[src/nip_pkg.sv]
// constants, register map and carrier types of the interrupt intake logic
// assumes one 10 MHz clock and a simple strobe register port
package nip_pkg;
	localparam int NUM_IRQ = 32;
	localparam int PRIO_W = 3;
	localparam int ID_W = 5;
	localparam int PRIO_FLD = 4;
	localparam int PRIO_PER_REG = 8;
	localparam int PRIO_REGS = 4;
	// register offsets
	localparam logic [7:0] OFS_ENABLE = 8'h00;
	localparam logic [7:0] OFS_SETPEND = 8'h04;
	localparam logic [7:0] OFS_CLRPEND = 8'h08;
	localparam logic [7:0] OFS_ACTIVE = 8'h0c;
	localparam logic [7:0] OFS_MODE = 8'h10;
	localparam logic [7:0] OFS_SOFT_TRIG = 8'h14;
	localparam logic [7:0] OFS_PRIO0 = 8'h18;
	localparam logic [7:0] OFS_SPLIT = 8'h28;
	localparam logic [7:0] OFS_STATUS = 8'h2c;
	// field positions of the status word
	localparam int STAT_ID_LSB = 0;
	localparam int STAT_PRIO_LSB = 5;
	localparam int STAT_VALID_BIT = 8;
	localparam int STAT_NMI_BIT = 9;
	// reset values
	localparam logic [31:0] RST_ENABLE = 32'h0;
	localparam logic [31:0] RST_MODE = 32'h0;
	localparam logic [2:0] RST_PRIO = 3'h0;
	localparam logic [1:0] RST_SPLIT = 2'h0;
	localparam logic [3:0] PRIO_NONE = 4'h8;

	typedef struct packed {
		logic [7:0] addr;
		logic [31:0] wdata;
		logic we;
		logic re;
	} nip_bus_t;

	typedef struct packed {
		logic entry;
		logic exit;
		logic [4:0] id;
		logic nmi_entry;
	} nip_core_t;
endpackage

[src/nip_top.sv]
// interrupt intake: line latching, pending/active state, arbitration
// assumes core strobes entry/exit for one cycle and never both at once
//
// Added by the designer: strobed register access and the placing of the registers.
`timescale 1ns/100ps
`default_nettype none
module nip_top #(
	parameter int NUM_IRQ = nip_pkg::NUM_IRQ
) (
	input wire logic ref_clk_i,
	input wire logic rstn_i,
	input wire logic [NUM_IRQ-1:0] irq_i,
	input wire logic nmi_i,
	input wire nip_pkg::nip_bus_t bus_i,
	input wire nip_pkg::nip_core_t core_i,
	output logic [31:0] rdata_o,
	output logic irq_req_o,
	output logic [4:0] irq_id_o,
	output logic [2:0] irq_prio_o,
	output logic nmi_req_o,
	output logic stack_save_o,
	output logic stack_restore_o
);

	logic [NUM_IRQ-1:0] sync1, line_s, line_d;
	logic [2:0] nmi_sh;
	logic [NUM_IRQ-1:0] en, mode, pend, act;
	logic [NUM_IRQ-1:0] next_en, next_mode, next_pend, next_act;
	logic [2:0] prio [NUM_IRQ];
	logic [2:0] next_prio [NUM_IRQ];
	logic [1:0] split, next_split;
	logic nmi_pend, next_nmi_pend;
	logic [31:0] next_rdata;
	logic next_req;
	logic [NUM_IRQ-1:0] rise, sw_set, sw_clr, ent, ext, elig;
	logic [4:0] best_id;
	logic [3:0] best_p, run_p;
	logic found;
	logic prio_hit;
	logic [1:0] prio_idx;
	logic [NUM_IRQ-1:0] hold_rise;

	// two flops before any logic; sync1 feeds only line_s
	always_ff @(posedge ref_clk_i or negedge rstn_i) begin
		if (!rstn_i) begin
			sync1 <= '0;
			line_s <= '0;
			line_d <= '0;
			nmi_sh <= 3'h0;
		end else begin
			sync1 <= irq_i;
			line_s <= sync1;
			line_d <= line_s;
			nmi_sh <= {nmi_sh[1:0], nmi_i};
		end
	end

	// a one-cycle pulse survives the synchroniser since every edge samples
	assign rise = line_s & ~line_d;

	// bus strobes decoded per line
	always_comb begin
		sw_set = '0;
		sw_clr = '0;
		if (bus_i.we && bus_i.addr == nip_pkg::OFS_SETPEND)
			sw_set = bus_i.wdata[NUM_IRQ-1:0];
		if (bus_i.we && bus_i.addr == nip_pkg::OFS_SOFT_TRIG)
			sw_set[bus_i.wdata[4:0]] = 1'b1;
		if (bus_i.we && bus_i.addr == nip_pkg::OFS_CLRPEND)
			sw_clr = bus_i.wdata[NUM_IRQ-1:0];
	end

	// per-line state; any set term wins over clear, and all but the level term win over entry
	genvar g;
	generate
		for (g = 0; g < NUM_IRQ; g++) begin : gl
			logic hw_set;
			assign ent[g] = core_i.entry && core_i.id == 5'(g);
			assign ext[g] = core_i.exit && core_i.id == 5'(g);
			// level: high and not active; pulse: rising edge
			assign hw_set = mode[g] ? rise[g]
				: (line_s[g] && !act[g] && !ent[g]);
			assign next_act[g] = ent[g] ? 1'b1
				: (ext[g] ? 1'b0 : act[g]);
			assign next_pend[g] = hw_set || sw_set[g] ? 1'b1
				: ent[g] ? 1'b0
				: (ext[g] && !mode[g]) ? line_s[g]
				: (sw_clr[g] && mode[g]) ? 1'b0
				: (sw_clr[g] && !line_s[g]) ? 1'b0
				: pend[g];
			assign elig[g] = pend[g] && en[g] && !act[g];
		end
	endgenerate

	// pulse lines pulsed again while their routine runs
	assign hold_rise = mode & act & rise & ~ent & ~ext;

	assign prio_hit = bus_i.addr >= nip_pkg::OFS_PRIO0 &&
		bus_i.addr < nip_pkg::OFS_SPLIT;
	assign prio_idx = 2'((bus_i.addr - nip_pkg::OFS_PRIO0) >> 2);

	// configuration writes; priorities change at any time
	always_comb begin
		next_en = en;
		next_mode = mode;
		next_split = split;
		next_prio = prio;
		if (bus_i.we) begin
			case (bus_i.addr)
				nip_pkg::OFS_ENABLE: next_en = bus_i.wdata[NUM_IRQ-1:0];
				nip_pkg::OFS_MODE: next_mode = bus_i.wdata[NUM_IRQ-1:0];
				nip_pkg::OFS_SPLIT: next_split = bus_i.wdata[1:0];
				default: ;
			endcase
			if (prio_hit)
				for (int j = 0; j < nip_pkg::PRIO_PER_REG; j++)
					if (prio_idx * 8 + j < NUM_IRQ)
						next_prio[prio_idx * 8 + j] =
							bus_i.wdata[j * nip_pkg::PRIO_FLD +: 3];
		end
	end

	// arbitration: scan downward with <= so lowest number keeps ties
	always_comb begin
		best_id = 5'h0;
		best_p = nip_pkg::PRIO_NONE;
		run_p = nip_pkg::PRIO_NONE;
		found = 1'b0;
		for (int i = NUM_IRQ - 1; i >= 0; i--) begin
			if (elig[i] && {1'b0, prio[i]} <= best_p) begin
				best_p = {1'b0, prio[i]};
				best_id = 5'(i);
				found = 1'b1;
			end
			if (act[i] && {1'b0, prio[i]} < run_p)
				run_p = {1'b0, prio[i]};
		end
		// only the group part preempts; subpriority just orders
		next_req = found && ((best_p >> split) < (run_p >> split));
	end

	// nmi: edge latched, cleared by its own entry, no mask applies
	always_comb begin
		next_nmi_pend = nmi_pend;
		if (core_i.nmi_entry)
			next_nmi_pend = 1'b0;
		if (nmi_sh[1] && !nmi_sh[2])
			next_nmi_pend = 1'b1;
	end

	// read mux; unmapped offsets read zero
	always_comb begin
		next_rdata = 32'h0;
		if (bus_i.re) begin
			case (bus_i.addr)
				nip_pkg::OFS_ENABLE: next_rdata = 32'(en);
				nip_pkg::OFS_SETPEND: next_rdata = 32'(pend);
				nip_pkg::OFS_CLRPEND: next_rdata = 32'(pend);
				nip_pkg::OFS_ACTIVE: next_rdata = 32'(act);
				nip_pkg::OFS_MODE: next_rdata = 32'(mode);
				nip_pkg::OFS_SPLIT: next_rdata = {30'h0, split};
				nip_pkg::OFS_STATUS: begin
					next_rdata[nip_pkg::STAT_ID_LSB +: 5] = best_id;
					next_rdata[nip_pkg::STAT_PRIO_LSB +: 3] = best_p[2:0];
					next_rdata[nip_pkg::STAT_VALID_BIT] = found;
					next_rdata[nip_pkg::STAT_NMI_BIT] = nmi_pend;
				end
				default: ;
			endcase
			if (prio_hit)
				for (int j = 0; j < nip_pkg::PRIO_PER_REG; j++)
					if (prio_idx * 8 + j < NUM_IRQ)
						next_rdata[j * nip_pkg::PRIO_FLD +: 3] =
							prio[prio_idx * 8 + j];
		end
	end

	// state and outputs registered
	always_ff @(posedge ref_clk_i or negedge rstn_i) begin
		if (!rstn_i) begin
			en <= nip_pkg::RST_ENABLE[NUM_IRQ-1:0];
			mode <= nip_pkg::RST_MODE[NUM_IRQ-1:0];
			pend <= '0;
			act <= '0;
			split <= nip_pkg::RST_SPLIT;
			for (int i = 0; i < NUM_IRQ; i++)
				prio[i] <= nip_pkg::RST_PRIO;
			nmi_pend <= 1'b0;
			rdata_o <= 32'h0;
			irq_req_o <= 1'b0;
			irq_id_o <= 5'h0;
			irq_prio_o <= 3'h0;
			nmi_req_o <= 1'b0;
			stack_save_o <= 1'b0;
			stack_restore_o <= 1'b0;
		end else begin
			en <= next_en;
			mode <= next_mode;
			pend <= next_pend;
			act <= next_act;
			split <= next_split;
			prio <= next_prio;
			nmi_pend <= next_nmi_pend;
			rdata_o <= next_rdata;
			irq_req_o <= next_req;
			irq_id_o <= best_id;
			irq_prio_o <= best_p[2:0];
			nmi_req_o <= next_nmi_pend;
			// core does the stacking; these just tell it when
			stack_save_o <= core_i.entry || core_i.nmi_entry;
			stack_restore_o <= core_i.exit;
		end
	end
endmodule
`default_nettype wire

[config.mk]
export PLATFORM = sky130hd
export DESIGN_NAME = nip_top
export DESIGN_NICKNAME = d
export VERILOG_FILES = /design/src/nip_pkg.sv /design/src/nip_top.sv
export SDC_FILE = /design/constraint.sdc
export NUM_CORES = 1
export LEC_CHECK = 0
export BUFFER_PORTS_ARGS = -buffer_cell sky130_fd_sc_hd__buf_2
export CORE_MARGIN = 3
export CORE_UTILIZATION = 55
export CTS_BUF_LIST = sky130_fd_sc_hd__clkbuf_2
export DETAILED_ROUTE_END_ITERATION = 10
export HOLD_SLACK_MARGIN = 0.03
export PLACE_DENSITY = 0.75
export SYNTH_ARGS = -nofsm -noshare
export SYNTH_HDL_FRONTEND = slang
export SYNTH_SLANG_ARGS = --single-unit
[constraint.sdc]
create_clock -name ref_clk_i -period 45.5 [get_ports ref_clk_i]
set_input_delay 4.55 -clock ref_clk_i [delete_from_list [all_inputs] [get_ports ref_clk_i]]
set_output_delay 4.55 -clock ref_clk_i [all_outputs]
set_load 0.005 [all_outputs]
==> flow_metrics.py <==
metrics = {
    "status": {
        "outcome": "completed",
    },
    "cts": {
        "numCtsBuffers": 84,
        "cts_tree": "yes",
        "htreeDepth": 3,
        "clk_pin_slew_ns": 0.10,
        "clk_latency_ns": 1.00,
        "cts_root_buffer": "clkbuf_2",
        "cts_buffer_depth": 3,
        "cts_num_sinks": 369,
    },
    "drt": {
        "drc": 0,
        "drt_iter0_drc": 3344,
        "dr_total_vias": 26000,
        "post_drt_wl_per_cell_um": 25.0,
        "drtAntennaViolNets": 0,
        "drt-pass1-iter-count": 9,
        "drt-total-wl_mm": 95.1,
        "vias_per_cell": 6.84,
    },
    "synthesis": {
        "synth_most_common_cell": "dfrtp_1",
        "netlist.area_leader.share": 0.358,
        "ys_warn_count": 0,
        "synthTopCellsByCount": "369 x dfrtp_1, 299 x nand2_1, 257 x a21oi_1",
        "ys_async_sr_fraction": 1.00,
        "synth_seq_cells": 369,
        "yosys.area.top_type": "dfrtp_1",
        "yosys-top-cells-area": "dfrtp_1 36%, ha_1 7.6%, mux2_2 7.3%",
        "synth-edff-count": 0,
        "synth_ff_type": "dfrtp_1",
        "syn_inst": 2875,
        "synth_area_sq_mm": 0.0258,
        "syn_nets": 3116,
        "netlist-cell-type-count": 98,
        "avgSynthCellArea_sq_um": 8.96,
        "synth_seq_area_share": 0.358,
    },
    "min_path": {
        "worstHoldPathType": "reg -> reg",
    },
    "grt": {
        "grt_pass1_wl_mm": 140,
        "gr-usage-met2": 0.527,
        "grt_busiest_layer": "met2",
        "track_usage": 0.360,
        "grt_max_degree": 137,
        "met1_usage": 0.491,
        "antenna_found_initial": 4,
        "globalRoute.totalOverflow": 0,
        "grt_pass1_vias": 24300,
        "gr-usage-met3": 0.0992,
    },
    "die": {
        "start_util": 0.562,
        "die-area_sq_mm": 0.0495,
        "rows": 78,
        "ios": 129,
        "coreArea_sq_mm": 0.0459,
        "dieHeight_um": 222,
        "die_x_um": 222,
    },
    "timing": {
        "fin_skew_ns": 0.0708,
        "finalMaxSlewViolations": 0,
        "fin_crit_ns": 44.33,
        "finalHoldViolCount": 0,
        "fmax_mhz": 22.6,
        "tightest_slew_ns": 1.13,
        "fin_crit_sh": 0.974,
        "timing.slew.headroom": 0.237,
        "whs_ns": 0.338,
        "finalSetupViolations": 0,
        "setup_slack_ns": 1.17,
    },
    "placed_design": {
        "post-place-ws_ns": -2.26,
        "hpwl_mm": 71.1,
        "port_buffers": 128,
        "place.gp.congestion": 1.03,
    },
    "worst_setup_path": {
        "slowest_stage": "or4b_2",
        "critPathRequiredTime_ns": 46.39,
        "arrival_ns": 45.22,
        "slowest_delay_ns": 0.63,
        "start_kind": "register",
        "endpoint_kind": "register",
        "worst-r2r-setup-slack_ns": 1.17,
        "cp_common_cell": "ha_1",
        "critical_path_class": "reg -> reg",
        "crit_fanout": 6,
    },
    "layout": {
        "nets": 3386,
        "syn_to_final_growth_pct": 16.9,
        "layout-drive-gt1-share": 0.277,
        "final_util": 0.656,
    },
    "flow_run": {
        "drv_cap": 0,
    },
}
==> registers in the layout (all words and copies together), names as in the netlist <==
register / count
pend: 32
prio: 96
split: 2
line_s: 32
mode: 32
sync1: 32
line_d: 32
nmi_sh: 3
stack_restore_o: 1
irq_id_o: 5
irq_prio_o: 3
act: 32
irq_req_o: 1
rdata_o: 32
nmi_pend: 1
stack_save_o: 1
en: 32
==> stage by stage <==
step,cells,cell area [sq um],TNS [ns]
final,3808,30100,0
after global routing,3807,30100,-0.939
after CTS,3718,28300,0
after detailed placement,3566,27300,-3.11
after global placement,3566,27300,0
after floorplan,2875,25800,0
==> per-layer routing <==
metal / wire [um] / part of all wire / vias up
met2: 40500 / 0.43 / 1741
met5: 9 / 0.000095 / -
met4: 5620 / 0.059 / 2
li1: - / - / 11300
met1: 37100 / 0.39 / 12600
met3: 11800 / 0.12 / 373
==> final timing paths <==
kind	start	endpoint	depth (start not counted)
setup reg to reg	act[31]$_DFFE_PN0P_	irq_req_o$_DFF_PN0_	238
min in group asynchronous	rstn_i	line_s[0]$_DFF_PN0_	1
hold / removal	sync1[30]$_DFF_PN0_	line_s[30]$_DFF_PN0_	0
hold reg to reg	sync1[30]$_DFF_PN0_	line_s[30]$_DFF_PN0_	0
max in group asynchronous	rstn_i	prio[24]$_DFFE_PN0P_	2
setup / recovery	act[31]$_DFFE_PN0P_	irq_req_o$_DFF_PN0_	238
==> worst max-delay path: cells and delay by family, from the launching register on <==
kind                     cells  cell delay, ns
AO/OA/AOI/OAI              114           20.07
multiplexers                11            2.75
adder cells (fa/ha/maj)     32            7.79
buffers and inverters       19            2.21
AND/OR/NAND/NOR             62           10.86
flip-flops                   1            0.42
==> cell usage in the layout (no fill, tap or decap), types with 56 or more instances in the layout <==
| master | Yosys | layout |
|---|---|---|
| a21oi_1 | 257 | 227 |
| o21ai_0 | 180 | 139 |
| nor2b_1 | 60 | 58 |
| nand3_1 | 60 | 56 |
| buf_2 | 7 | 127 |
| nand2_1 | 299 | 290 |
| buf_4 | 0 | 159 |
| dfrtp_1 | 369 | 369 |
| ha_1 | 156 | 139 |
| mux2_2 | 167 | 164 |
| clkbuf_2 | 0 | 114 |
| inv_1 | 153 | 146 |
| nor2_1 | 231 | 214 |
==> logic make-up after synthesis <==
kind of cell	synth area share
compound gates	0.247
xor+xnor	0.000340
fa+ha+maj	0.0758
buf+inv	0.0395
flops	0.358
mux	0.103
simple gates	0.176
==> layout make-up <==
type | count | area [sq um]
tap | 600 | 751
multi-input combinational | 2247 | 16900
antenna | 3 | 7.51
fill | 3725 | 15800
clock buffer | 114 | 571
sequential | 369 | 9230
timing repair buffer | 290 | 1880
inverter | 153 | 578
clock inverter | 32 | 185
==> repair_timing <==
action                                  4_1_cts  5_1_grt
endpoints found under the setup margin        7       17
gates resized for setup                      36      271
gates cloned                                  0        2
buffers inserted                              6       85
pin swaps                                     5      121
hold buffers                                  0        0
Power is not shown: default switching activity piles up to over one toggle a cycle in this logic, so the estimate is an artifact.
